==> config.mk <==
export PLATFORM = sky130hd
export DESIGN_NAME = ifb_top
export DESIGN_NICKNAME = d
export VERILOG_FILES = /design/src/ifb_pkg.sv /design/src/ifb_pin_edge.sv /design/src/ifb_top.sv
export SDC_FILE = /design/constraint.sdc
export NUM_CORES = 1
export LEC_CHECK = 0
export BUFFER_PORTS_ARGS = -buffer_cell sky130_fd_sc_hd__buf_4
export CORE_ASPECT_RATIO = 0.5
export CORE_MARGIN = 2
export CORE_UTILIZATION = 55
export CTS_BUF_LIST = sky130_fd_sc_hd__clkbuf_4
export DETAILED_ROUTE_END_ITERATION = 6
export PLACE_DENSITY = 0.82
export REMOVE_ABC_BUFFERS = 1
export SLEW_MARGIN = 20
export SYNTH_ARGS = -nofsm -noshare
export SYNTH_HDL_FRONTEND = slang
export SYNTH_SLANG_ARGS = --single-unit
==> constraint.sdc <==
create_clock -name sys_clk -period 3.3 [get_ports sys_clk]
set_clock_uncertainty 0.2 [all_clocks]
set_input_delay 0.99 -clock sys_clk [delete_from_list [all_inputs] [get_ports sys_clk]]
set_output_delay 0.99 -clock sys_clk [all_outputs]
set_load 0.05 [all_outputs]
==> src/ifb_pkg.sv <==
// constants shared by the interrupt flag and enable bank
package ifb_pkg;

  // ----------------------------------------------------------------
  // widths
  // ----------------------------------------------------------------
  localparam int DATA_W   = 8;
  localparam int ADDR_W   = 8;
  localparam int BUS_W    = 32;
  localparam int NUM_REGS = 9;
  localparam int NUM_SRC  = 11;
  localparam int VEC_W    = 4;
  localparam int NUM_TMR  = 4;
  localparam int NUM_GRP  = 5;
  localparam int EVT_W    = 3;

  // ----------------------------------------------------------------
  // register indices, byte offset is four times the index
  // ----------------------------------------------------------------
  localparam int IDX_EDGE = 0;
  localparam int IDX_C0   = 1;
  localparam int IDX_C1   = 2;
  localparam int IDX_C2   = 3;
  localparam int IDX_TIMER0_MATCH_IRQ = 4;
  localparam int IDX_TIMER3_MATCH_IRQ = 7;
  localparam int IDX_MISC_PERIPH_IRQ = 8;

  localparam logic [ADDR_W-1:0] OFS_EVT_STAT = 8'h24;
  localparam logic [ADDR_W-1:0] OFS_EVT_CLR  = 8'h28;
  localparam logic [ADDR_W-1:0] OFS_EVT_EN   = 8'h2C;
  localparam logic [ADDR_W-1:0] OFS_VEC_STAT = 8'h30;

  // implemented bits per register, the rest read zero
  localparam logic [DATA_W-1:0] REG_MASK [0:NUM_REGS-1] = '{
    8'h0F, 8'h7F, 8'hFF, 8'hFF, 8'h33, 8'h33, 8'h33, 8'h77, 8'hFF};
  localparam logic [DATA_W-1:0] REG_RESET = 8'h00;

  // ----------------------------------------------------------------
  // field positions
  // ----------------------------------------------------------------
  localparam int EDGE0_LSB   = 0;
  localparam int EDGE1_LSB   = 2;
  localparam int C0_GLOBAL   = 0;
  localparam int C0_GRP0_F   = 6;
  localparam int C2_PIN1_F   = 7;
  localparam int C2_TB0_F    = 5;
  localparam int C2_TB1_F    = 6;
  localparam int C2_CONV_F   = 4;
  localparam int C0_CMP_F    = 5;
  localparam int C0_PIN0_F   = 4;
  localparam int C1_GRP1_F   = 4;
  localparam int MFI_P_F     = 4;
  localparam int MFI_A_F     = 5;
  localparam int MFI_B_F     = 6;
  localparam int MISC_PERIPH_IRQ_LV_F   = 4;
  localparam int MISC_PERIPH_IRQ_EE_F   = 5;
  localparam int MISC_PERIPH_IRQ_SIM_F  = 6;
  localparam int MISC_PERIPH_IRQ_SER_F  = 7;
  localparam int FLAG_LSB    = 4;
  localparam int FLAG_HALF   = 4;

  // ----------------------------------------------------------------
  // vector sources in priority order, index 0 wins
  // ----------------------------------------------------------------
  localparam int SRC_REG  [0:NUM_SRC-1] = '{1, 1, 1, 2, 2, 2, 2,
                                            3, 3, 3, 3};
  localparam int SRC_FBIT [0:NUM_SRC-1] = '{4, 5, 6, 4, 5, 6, 7,
                                            7, 5, 6, 4};
  localparam int SRC_EBIT [0:NUM_SRC-1] = '{1, 2, 3, 0, 1, 2, 3,
                                            3, 1, 2, 0};

  // ----------------------------------------------------------------
  // edge select codes
  // ----------------------------------------------------------------
  localparam logic [1:0] EDGE_OFF  = 2'h0;
  localparam logic [1:0] EDGE_RISE = 2'h1;
  localparam logic [1:0] EDGE_FALL = 2'h2;
  localparam logic [1:0] EDGE_BOTH = 2'h3;

  // ----------------------------------------------------------------
  // event status bits
  // ----------------------------------------------------------------
  localparam int EVT_TAKEN   = 0;
  localparam int EVT_BLOCKED = 1;
  localparam int EVT_WAKE    = 2;

  typedef enum logic {BUS_IDLE, BUS_DONE} ifb_bus_state_type;

endpackage : ifb_pkg

==> src/ifb_pin_edge.sv <==
// edge detector for one external interrupt pin
module ifb_pin_edge
  import ifb_pkg::*;
(
  // clock and reset
  input  wire logic       sys_clk,
  input  wire logic       rst,
  // pin and selection
  input  wire logic       pin_level,
  input  wire logic [1:0] edge_sel,
  // detected edge
  output logic            edge_evt
);

  logic prev_r;
  logic armed_r;
  logic rise;
  logic fall;

  // ----------------------------------------------------------------
  // history
  // ----------------------------------------------------------------
  // armed_r hides the first sample so reset never looks like an edge
  always_ff @(posedge sys_clk) begin
    if (rst) begin
      prev_r  <= 1'b0;
      armed_r <= 1'b0;
    end else begin
      prev_r  <= pin_level;
      armed_r <= 1'b1;
    end
  end

  assign rise = armed_r & pin_level & ~prev_r;
  assign fall = armed_r & ~pin_level & prev_r;

  // ----------------------------------------------------------------
  // selection
  // ----------------------------------------------------------------
  always_comb begin
    case (edge_sel)
      EDGE_OFF:  edge_evt = 1'b0;
      EDGE_RISE: edge_evt = rise;
      EDGE_FALL: edge_evt = fall;
      EDGE_BOTH: edge_evt = rise | fall;
      default:   edge_evt = 1'b0;
    endcase
  end

endmodule : ifb_pin_edge

==> src/ifb_top.sv <==
// interrupt request flag and enable register bank with vector dispatch
// ----------------------------------------------------------------
// ----------------------------------------------------------------
//
// The register addresses and the Avalon-MM slave port were left to the implementer.
module ifb_top
  import ifb_pkg::*;
(
  // clock and reset
  input  wire logic               sys_clk,
  input  wire logic               rst,
  // avalon-mm slave
  input  wire logic [ADDR_W-1:0]  avs_address,
  input  wire logic               avs_read,
  input  wire logic               avs_write,
  input  wire logic [BUS_W-1:0]   avs_writedata,
  input  wire logic [3:0]         avs_byteenable,
  output logic [BUS_W-1:0]        avs_readdata,
  output logic                    avs_waitrequest,
  // external pins
  input  wire logic               pin0_level,
  input  wire logic               pin1_level,
  // internal event pulses
  input  wire logic               comparator_evt,
  input  wire logic [NUM_TMR-1:0] timer_period_evt,
  input  wire logic [NUM_TMR-1:0] timer_cmpa_evt,
  input  wire logic               timer3_cmpb_evt,
  input  wire logic [1:0]         timebase_evt,
  input  wire logic               converter_done_evt,
  input  wire logic               low_voltage_evt,
  input  wire logic               eeprom_evt,
  input  wire logic               sim_evt,
  input  wire logic               serial_port_evt,
  // processor core
  input  wire logic               stack_full,
  input  wire logic               core_irq_ack,
  output logic                    core_irq_req,
  output logic [VEC_W-1:0]        core_vector,
  output logic                    wake_req,
  // bank interrupt
  output logic                    irq
);

  // ----------------------------------------------------------------
  // declarations
  // ----------------------------------------------------------------
  ifb_bus_state_type bus_state_r;
  logic [DATA_W-1:0] regs_r   [0:NUM_REGS-1];
  logic [DATA_W-1:0] regs_nxt [0:NUM_REGS-1];
  logic [DATA_W-1:0] hw_set   [0:NUM_REGS-1];
  logic [DATA_W-1:0] hw_clr   [0:NUM_REGS-1];
  logic [NUM_REGS-1:0] wr_sel;
  logic [EVT_W-1:0]  evt_stat_r;
  logic [EVT_W-1:0]  evt_stat_nxt;
  logic [EVT_W-1:0]  evt_en_r;
  logic [EVT_W-1:0]  evt_en_nxt;
  logic [EVT_W-1:0]  evt_set;
  logic [EVT_W-1:0]  evt_clr;
  logic [NUM_SRC-1:0] src_pend;
  logic [NUM_GRP-1:0] grp_any;
  logic [NUM_GRP-1:0] grp_any_r;
  logic [NUM_GRP-1:0] grp_rise;
  logic [1:0]        pin_evt;
  logic [1:0]        pin_level;
  logic [VEC_W-1:0]  win_idx;
  logic [BUS_W-1:0]  readdata_r;
  logic              wait_r;
  logic              req_r;
  logic [VEC_W-1:0]  vec_r;
  logic              wake_r;
  logic              irq_r;
  logic              bus_req;
  logic              wr_fire;
  logic              lane0;
  logic [DATA_W-1:0] wdata;
  logic [5:0]        word_idx;
  logic              hit_bank;
  logic              hit_stat;
  logic              hit_clr;
  logic              hit_en;
  logic              hit_vec;
  logic [DATA_W-1:0] rd_byte;
  logic              global_en;
  logic              any_pend;
  logic              take;
  logic              ack_fire;
  logic              any_flag_set;

  // ----------------------------------------------------------------
  // bus decode
  // ----------------------------------------------------------------
  assign bus_req  = avs_read | avs_write;
  assign lane0    = avs_byteenable[0];
  assign wdata    = avs_writedata[DATA_W-1:0];
  assign wr_fire  = avs_write & ~wait_r & lane0;
  assign word_idx = avs_address[ADDR_W-1:2];
  assign hit_bank = (word_idx < 6'(NUM_REGS));
  assign hit_stat = (avs_address[ADDR_W-1:2] == OFS_EVT_STAT[ADDR_W-1:2]);
  assign hit_clr  = (avs_address[ADDR_W-1:2] == OFS_EVT_CLR[ADDR_W-1:2]);
  assign hit_en   = (avs_address[ADDR_W-1:2] == OFS_EVT_EN[ADDR_W-1:2]);
  assign hit_vec  = (avs_address[ADDR_W-1:2] == OFS_VEC_STAT[ADDR_W-1:2]);

  // unmapped addresses read zero and swallow writes
  assign rd_byte =
    hit_bank ? (regs_r[word_idx[3:0]] & REG_MASK[word_idx[3:0]]) :
    hit_stat ? DATA_W'(evt_stat_r) :
    hit_en   ? DATA_W'(evt_en_r) :
    hit_vec  ? DATA_W'({req_r, stack_full, 2'h0, vec_r}) :
               8'h00;

  // ----------------------------------------------------------------
  // bus handshake: one wait cycle, then the answer
  // ----------------------------------------------------------------
  // readdata is caught at the take and stands until the next request
  always_ff @(posedge sys_clk) begin
    if (rst) begin
      bus_state_r <= BUS_IDLE;
      wait_r      <= 1'b1;
      readdata_r  <= 32'h0000_0000;
    end else begin
      case (bus_state_r)
        BUS_IDLE: begin
          if (bus_req) begin
            bus_state_r <= BUS_DONE;
            wait_r      <= 1'b0;
            readdata_r  <= BUS_W'(rd_byte);
          end
        end
        BUS_DONE: begin
          bus_state_r <= BUS_IDLE;
          wait_r      <= 1'b1;
        end
        default: begin
          bus_state_r <= BUS_IDLE;
          wait_r      <= 1'b1;
        end
      endcase
    end
  end

  // ----------------------------------------------------------------
  // external pins
  // ----------------------------------------------------------------
  // pins are taken as synchronous, so no extra sampling stage here
  assign pin_level = {pin1_level, pin0_level};

  genvar gp;
  generate
    for (gp = 0; gp < 2; gp++) begin : g_pin
      ifb_pin_edge u_edge (
        .sys_clk   (sys_clk),
        .rst       (rst),
        .pin_level (pin_level[gp]),
        .edge_sel  (regs_r[IDX_EDGE][EDGE0_LSB + 2*gp +: 2]),
        .edge_evt  (pin_evt[gp])
      );
    end
  endgenerate

  // ----------------------------------------------------------------
  // group summaries
  // ----------------------------------------------------------------
  // a group flag rises when the group goes from no enabled sub request to one, so clearing
  // it by service does not retrigger while the sub flag is still up
  genvar gg;
  generate
    for (gg = 0; gg < NUM_GRP; gg++) begin : g_grp
      assign grp_any[gg] =
        |(regs_r[IDX_TIMER0_MATCH_IRQ+gg][DATA_W-1:FLAG_LSB]
          & regs_r[IDX_TIMER0_MATCH_IRQ+gg][FLAG_HALF-1:0]);
    end
  endgenerate

  assign grp_rise = grp_any & ~grp_any_r;

  always_ff @(posedge sys_clk) begin
    if (rst) begin
      grp_any_r <= '0;
    end else begin
      grp_any_r <= grp_any;
    end
  end

  // ----------------------------------------------------------------
  // hardware set and clear terms
  // ----------------------------------------------------------------
  always_comb begin
    for (int r = 0; r < NUM_REGS; r++) begin
      hw_set[r] = '0;
      hw_clr[r] = '0;
    end
    hw_set[IDX_C0][C0_PIN0_F]  = pin_evt[0];
    hw_set[IDX_C0][C0_CMP_F]   = comparator_evt;
    hw_set[IDX_C0][C0_GRP0_F]  = grp_rise[0];
    for (int g = 1; g < NUM_GRP; g++) begin
      hw_set[IDX_C1][C1_GRP1_F+g-1] = grp_rise[g];
    end
    hw_set[IDX_C2][C2_PIN1_F]  = pin_evt[1];
    hw_set[IDX_C2][C2_TB0_F]   = timebase_evt[0];
    hw_set[IDX_C2][C2_TB1_F]   = timebase_evt[1];
    hw_set[IDX_C2][C2_CONV_F]  = converter_done_evt;
    for (int t = 0; t < NUM_TMR; t++) begin
      hw_set[IDX_TIMER0_MATCH_IRQ+t][MFI_P_F] = timer_period_evt[t];
      hw_set[IDX_TIMER0_MATCH_IRQ+t][MFI_A_F] = timer_cmpa_evt[t];
    end
    hw_set[IDX_TIMER3_MATCH_IRQ][MFI_B_F]    = timer3_cmpb_evt;
    hw_set[IDX_MISC_PERIPH_IRQ][MISC_PERIPH_IRQ_LV_F]  = low_voltage_evt;
    hw_set[IDX_MISC_PERIPH_IRQ][MISC_PERIPH_IRQ_EE_F]  = eeprom_evt;
    hw_set[IDX_MISC_PERIPH_IRQ][MISC_PERIPH_IRQ_SIM_F] = sim_evt;
    hw_set[IDX_MISC_PERIPH_IRQ][MISC_PERIPH_IRQ_SER_F] = serial_port_evt;
    // service clears the taken flag and the global enable
    if (ack_fire) begin
      for (int s = 0; s < NUM_SRC; s++) begin
        if (vec_r == VEC_W'(s)) begin
          hw_clr[SRC_REG[s]][SRC_FBIT[s]] = 1'b1;
        end
      end
      hw_clr[IDX_C0][C0_GLOBAL] = 1'b1;
    end
  end

  // ----------------------------------------------------------------
  // register bank
  // ----------------------------------------------------------------
  genvar gr;
  generate
    for (gr = 0; gr < NUM_REGS; gr++) begin : g_reg
      assign wr_sel[gr] = wr_fire & hit_bank
                          & (word_idx[3:0] == 4'(gr));
      // a hardware set wins over a write or a service clear
      assign regs_nxt[gr] =
        (((wr_sel[gr] ? wdata : regs_r[gr]) & ~hw_clr[gr])
         | hw_set[gr]) & REG_MASK[gr];

      always_ff @(posedge sys_clk) begin
        if (rst) begin
          regs_r[gr] <= REG_RESET;
        end else begin
          regs_r[gr] <= regs_nxt[gr];
        end
      end
    end
  endgenerate

  // ----------------------------------------------------------------
  // pending sources and priority
  // ----------------------------------------------------------------
  genvar gs;
  generate
    for (gs = 0; gs < NUM_SRC; gs++) begin : g_src
      assign src_pend[gs] = regs_r[SRC_REG[gs]][SRC_FBIT[gs]]
                            & regs_r[SRC_REG[gs]][SRC_EBIT[gs]];
    end
  endgenerate

  // scanning downwards leaves the lowest pending index as the winner
  always_comb begin
    win_idx = '0;
    for (int s = NUM_SRC - 1; s >= 0; s--) begin
      if (src_pend[s]) begin
        win_idx = VEC_W'(s);
      end
    end
  end

  assign global_en = regs_r[IDX_C0][C0_GLOBAL];
  assign any_pend  = |src_pend;
  assign ack_fire  = req_r & core_irq_ack;
  // the request is re-evaluated every cycle, so a full stack or a
  // cleared enable withdraws it at the next clock edge
  assign take = global_en & any_pend & ~stack_full & ~ack_fire;

  always_ff @(posedge sys_clk) begin
    if (rst) begin
      req_r <= 1'b0;
      vec_r <= '0;
    end else begin
      req_r <= take;
      vec_r <= win_idx;
    end
  end

  // ----------------------------------------------------------------
  // wake and event status
  // ----------------------------------------------------------------
  // only fresh hardware sets wake the core, software writes do so only by making a group flag rise
  always_comb begin
    any_flag_set = 1'b0;
    for (int r = 0; r < NUM_REGS; r++) begin
      any_flag_set = any_flag_set
                     | (|(hw_set[r] & ~regs_r[r] & REG_MASK[r]));
    end
  end

  assign evt_set[EVT_TAKEN]   = ack_fire;
  assign evt_set[EVT_BLOCKED] = global_en & any_pend & stack_full;
  assign evt_set[EVT_WAKE]    = any_flag_set;
  assign evt_clr      = (wr_fire & hit_clr) ? wdata[EVT_W-1:0] : '0;
  assign evt_stat_nxt = (evt_stat_r & ~evt_clr) | evt_set;
  assign evt_en_nxt   = (wr_fire & hit_en) ? wdata[EVT_W-1:0] : evt_en_r;

  always_ff @(posedge sys_clk) begin
    if (rst) begin
      evt_stat_r <= '0;
      evt_en_r   <= '0;
      wake_r     <= 1'b0;
      irq_r      <= 1'b0;
    end else begin
      evt_stat_r <= evt_stat_nxt;
      evt_en_r   <= evt_en_nxt;
      wake_r     <= any_flag_set;
      // irq uses next values so it never lags the status it reports
      irq_r      <= |(evt_stat_nxt & evt_en_nxt);
    end
  end

  // ----------------------------------------------------------------
  // outputs
  // ----------------------------------------------------------------
  assign avs_readdata    = readdata_r;
  assign avs_waitrequest = wait_r;
  assign core_irq_req    = req_r;
  assign core_vector     = vec_r;
  assign wake_req        = wake_r;
  assign irq             = irq_r;

endmodule : ifb_top

* Yosys cells after proc, flatten, opt, wreduce, memory -nomap -nowiden
Memories as Yosys holds them, arrays and structs flattened.
Index checks and enable logic that the tools add are counted.
** Cells by class
- $lt $le $gt $ge :: 2
- Bitwise logic cells :: 108
- Eq/ne operators :: 29
- Muxes and demuxes :: 59
- Reduce and logical (&&, ||, !) cells :: 24
** Operators by type and width (count)
- 8-bit two-way mux :: 18
- 8-bit AND :: 6
- 8-bit inverter :: 5
- 1-bit AND :: 38
- 4-bit by 3-bit equality test with 1-bit output (second input constant) :: 8
- 4-bit OR reduction :: 8
- 6-bit by 4-bit equality test with 1-bit output (second input constant) :: 4
- 8-bit OR :: 3
- 8-bit OR reduction :: 3
- 7-bit AND :: 3
- 3-bit two-way mux :: 7
- 7-bit inverter :: 3
- 4-bit AND :: 5
- 4-bit two-way mux :: 5
- 1-bit OR :: 19
- 6-bit AND :: 3
- 6-bit two-way mux :: 3
- 6-bit inverter :: 3
- 6-bit OR :: 3
- 1-bit two-way mux :: 17
- 4-bit by 2-bit equality test with 1-bit output (second input constant) :: 4
- 4-bit equality test (second input constant) :: 4
- 7-bit two-way mux :: 2
- 7-bit OR :: 2
- other kinds (27) :: 46
** Storage, ports and cells
- RAM bits :: 72
- Memories :: 2
- Output and inout port bits :: 40
- Word-level logic and storage cells :: 240
- Flip-flop bits (word level) :: 31
- Bits in read-only memories :: 128
** Memories
- (name not given) :: depth 16, width 8, rd ports 1, clocked after Yosys merged registers in 0, write ports 0, RTL line ifb_top.sv:105 : hit_bank ? (regs_r[word_idx[3:0]] & REG_MASK[word_idx[3:0]]) :
- regs_r :: depth 9, width 8, rd ports 10, clocked after Yosys merged registers in 0, write ports 9, RTL line ifb_top.sv:48 : logic [DATA_W-1:0] regs_r [0:NUM_REGS-1];

* Logic depth before layout (Yosys ltp)
- Depth in word-level cells :: 17
- Depth in mapped cells :: 8
- Gate-level depth less buffers :: 6

* Modules after synthesis
A second synthesis with hierarchy kept.
** Second synthesis, totals
- Cell total of the unflattened synthesis :: 491
- Area total of the unflattened synthesis :: 4379.2 µm²
** Modules (own cells, without submodules)
- ifb_top :: times used 1, cells each 477, sequential area each 1621.6 µm², area each 4236.6 µm²
- ifb_pin_edge :: times used 2, cells each 7, sequential area each 40.0 µm², area each 71.3 µm²

* Worst setup path after synthesis
No wires, ideal clock.
- Kind :: input to register
- Start point :: input avs_address[4]
- End point :: register irq_r, in the netlist irq
- Slack :: 0.364 ns
- Arrival time :: 2.614 ns
- Setup time :: 0.122 ns
- Data required time :: 2.978 ns
- Stages on the path :: 7
- Path through :: clkbuf_1 nor3b_1 nor4b_2 a21boi_1 nor4b_1 nand2_1 a221o_1
** On the way
- Word-level cells in the longest chain between the ends :: 8
- Elaborated cells between the ends (all ways) :: 11
- Those cells by class :: eq/ne (2); mux (2); bitwise (6); reduce/logical (1)
** Ends and longest elaborated chain
- from (decl) :: RTL line ifb_top.sv:13 : input wire logic [ADDR_W-1:0] avs_address,
- 6-bit by 4-bit equality test with 1-bit output :: RTL line ifb_top.sv:99 : assign hit_clr = (avs_address[ADDR_W-1:2] == OFS_EVT_CLR[ADDR_W-1:2]);
- 1-bit AND :: RTL line ifb_top.sv:298 : assign evt_clr = (wr_fire & hit_clr) ? wdata[EVT_W-1:0] : '0;
- 3-bit two-way mux :: RTL line ifb_top.sv:298
- 3-bit inverter :: RTL line ifb_top.sv:299 : assign evt_stat_nxt = (evt_stat_r & ~evt_clr) | evt_set;
- 3-bit AND :: RTL line ifb_top.sv:299
- 3-bit OR :: RTL line ifb_top.sv:299
- 3-bit AND (*) :: RTL line ifb_top.sv:313 : irq_r <= |(evt_stat_nxt & evt_en_nxt);
- 3-bit OR reduction (*) :: RTL line ifb_top.sv:313
- to (signal assigned) :: RTL line ifb_top.sv:313
- to (decl) :: RTL line ifb_top.sv:71 : logic irq_r;
Mark *: on every way between the ends. The rest lies on a longest branch, timed or not.
A chain may end at the register's enable or synchronous reset.

* Final worst setup path
- Start point :: input avs_address[5]
- End point :: register irq_r, in the netlist irq
The elaborated chain is that of the path after synthesis.

==> impl_summary.txt <==
----------------------------------------------------
[CTS]
  Maximum buffer depth of the clock tree ... 2
  Worst-skew pair later-pin latency ... 460 ps
  Clock net sink count ... 84
  Post-CTS Repair Setup Buffers ... 0
  Root buffer cell ... clkbuf_4
  Num CTS Buffers ... 9
  Number of gates resized after cts ... 0
  Clock tree from TritonCTS ... built
  Clock transition at path regs ... 130 ps
  H-tree depth reported by CTS ... 3
  Hold-fix buffers, CTS ... 0

[Job]
  Total of max-cap violations ... 0

[Final layout]
  Fraction of layout instances using a drive strength above 1 ... 0.192
  Antenna Cells ... 0
  Number of nets in the layout ... 616
  Area growth syn-to-layout ... 15.9%
  Number of standard cells in the final layout excluding fillers ... 660

[Timing]
  Fmax ... 0.361 GHz
  Final sum of negative setup slack ... 0 ps
  Number of hold-slack violations in the final timing report ... 0
  Final worst-path cycle share ... 0.839
  Final slew viol count ... 0
  Unrepaired setup endpoints after global routing ... no
  Tightest Pin Transition ... 628 ps
  Worst-case headroom to the max-slew limit ... 0.581
  Time the worst path needs with I/O delays and setup ... 2770 ps
  Final setup vio count ... 0

[Floorplanning]
  Standard-cell row count ... 22
  Number of top-level pins ... 109
  DIE AREA ... 8590 µm²
  Core outline area ... 7460 µm²
  Initial Utilization ... 0.577
  Die height ... 66.5 µm
  Overall die width ... 129 µm

[Route]
  Final WL ... 12,200 µm
  Detailed Route Iter0 Violations ... 393
  Per-cell via count in the routed design ... 5.92
  Number of remaining DRC errors ... 0
  Average wire length per cell after detail routing ... 18.5 µm
  Detailed Routing Iterations Pass 1 ... 5
  Final antenna-violating net count ... 0
  Routed vias ... 3,904

[Logic synthesis]
  Top post-synthesis cells by area ... dfxtp_1 39%, mux2i_1 12%, nor2_1 5.4%
  Asr flop ratio synth ... 0
  Average footprint of a synthesized cell ... 8.85 µm²
  Cell taking the most area after synthesis ... dfxtp_1
  Yosys warnings ... 0
  EDFF count, synth ... 0
  Netlist area before placement ... 4300 µm²
  Most frequent cell after synthesis ... dfxtp_1
  Seq/Total Area, Yosys ... 0.391
  Seq cells post-synth ... 84
  Distinct cell type count of the synthesized netlist ... 60
  Share of the synthesized area in the top cell type ... 0.391
  Gate count of the mapped netlist ... 486
  Main flop type after synthesis ... dfxtp_1
  Commonest cells post-synth ... 84 x dfxtp_1, 62 x nor2_1, 52 x mux2i_1

[Setup path]
  CP endpoint kind ... register
  Standard cell with the maximum stage delay on the critical path ... nor4b_1
  Reg-to-reg critical path endpoint ... irq
  Cell count of the worst reg-to-reg path ... 6
  Data required time of the critical path ... 3470 ps
  Worst Path Arrival ... 2930 ps
  Worst Path Buf+Inv ... 2
  Delay of the slowest critical-path stage ... 560 ps
  Family of cells with the greatest summed delay on the critical path ... simple AND/OR/NAND/NOR gates
  CP Class ... in2reg
  Slack of the worst reg-to-reg path ... 860 ps
  Crit path cell chain ... buf_4 > clkinv_1 > nor4b_2 > a21boi_1 > nor4b_1 > nand2_1 > a221o_1
  Startpoint kind of the worst setup timing path ... input pin
  Crit-path max FO ... 14
  Launch point of the worst reg-to-reg path ... regs_r[8][5]

[Hold path]
  Hold WC Path Type ... reg2reg
  Worst hold path startpoint ... avs_readdata[7]
  Cell depth of the worst min-delay path ... 2
  Worst-case hold path end point ... avs_readdata[7]

[Placement]
  Cell count after placement ... 644
  IO buf count ... 55
  Final HPWL DP ... 9200 µm
  Last weighted congestion value of the routability-driven placer ... 0.981

[Global routing]
  Wire length of the first global-routing pass ... 18,700 µm
  Via count of the first global-routing pass ... 3,423
  Sum of overflow across all layers after global routing ... 0
  Pin count of the biggest net entering global routing ... 29
  Number of antenna violations at the first check in global routing ... 1
  Aggregate global-route resource usage ... 0.297

[Pwr]
  Static leakage ... 2.20 nW
  Power density over the cells ... 420 nW/µm²
  Peak ir drop on the vdd network ... 0.282 mV

[Status]
  Result of the run ... finished clean

----------------------------------------------------
per-layer routing:
metal | global-route usage | up-vias | wire [µm]
met5 | 0 | - | 10
met4 | 0.101 | 2 | 289
met3 | 0.0964 | 29 | 1520
met2 | 0.434 | 218 | 4970
met1 | 0.413 | 1821 | 5400
li1 | - | 1834 | -
sequential cells by signal (all words and copies together) (netlist names):
name                  flops
avs_readdata              8
g_pin.u_edge.armed_r      1
core_irq_req              1
evt_en_r                  3
bus_state_r               1
evt_stat_r                3
g_pin.u_edge.prev_r       2
avs_waitrequest           1
core_vector               4
grp_any_r                 5
irq                       1
regs_r                   53
wake_req                  1
per-stage QoR:
stage                     utilization  setup slack, ps  hold WS (ps)  power (mW)  area [µm²]
after detailed placement        0.644              122           260        1.37        4800
after CTS                       0.669              626           278        2.10        4990
after floorplan                     -              460           229        1.24        4110
after global routing            0.669              498           303        2.17        4990
after global placement          0.644              200           239        1.37        4800
final                           0.669              532           279        2.10        4990
placed cells by master (no fill, tap or decap), types with 4 or more instances in the layout:
cell type and instances:
mux2i_1 52, dfxtp_1 84, o21ai_0 6, clkinv_1 4, nor2_1 62, buf_4 75
nand3_1 12, o21ai_1 10, inv_1 14, nand4_1 6, nand2b_1 8, nand2_1 32
a21oi_1 40, conb_1 24, nor2b_1 6, mux2_1 4, nor3b_1 4, clkbuf_4 9
and2_1 4, o21a_1 5, mux4_2 8, o22ai_1 4, nor3_1 5, a31oi_1 8
a22oi_1 11
cell families (layout without fill, tap and decap cells):
kind of cell           Yosys count  in the layout  share of synthesized area
AND/OR/NAND/NOR                161            161                      0.188
AO/OA/AOI/OAI                  110            110                      0.165
flip-flops                      84             84                      0.391
buffers and inverters           66            109                     0.0811
multiplexers                    64             64                      0.173
other                            1             24                   0.000872
area by class of cell:
class	count	area [µm²]
tap	108	135
fill	629	2470
inverter	18	67.6
sequential	84	1680
clock inverter	7	115
clock buffer	9	67.6
multi-input combinational	359	2360
timing repair buffer	75	563
tightest hold or removal path, delay by kind of cell (launching register included):
| family | cells | cell delay (ps) |
|---|---|---|
| flip-flops | 1 | 340 |
| AND/OR/NAND/NOR | 1 | 50 |
| AO/OA/AOI/OAI | 1 | 50 |
where the power goes:
part / switching (mW) / leakage [nW] / internal, mW
Combinational: 0.194 / 1.42 / 0.0937
Clock: 0.363 / 0.0936 / 0.380
Sequential: 0.0267 / 0.685 / 1.04
Total: 0.584 / 2.20 / 1.51
how the worst max path moves through the flow:
stage,from,to,slack [ps],depth (start not counted)
detailed placement,avs_address[7],irq,120,7
finish,avs_address[5],irq,530,7
global route,avs_address[5],irq,500,7
global placement,avs_address[7],irq,200,7
CTS,avs_address[7],irq,630,7
floorplan,avs_address[5],regs_r[2][4],460,6
Power figures use the tool's default switching activity.
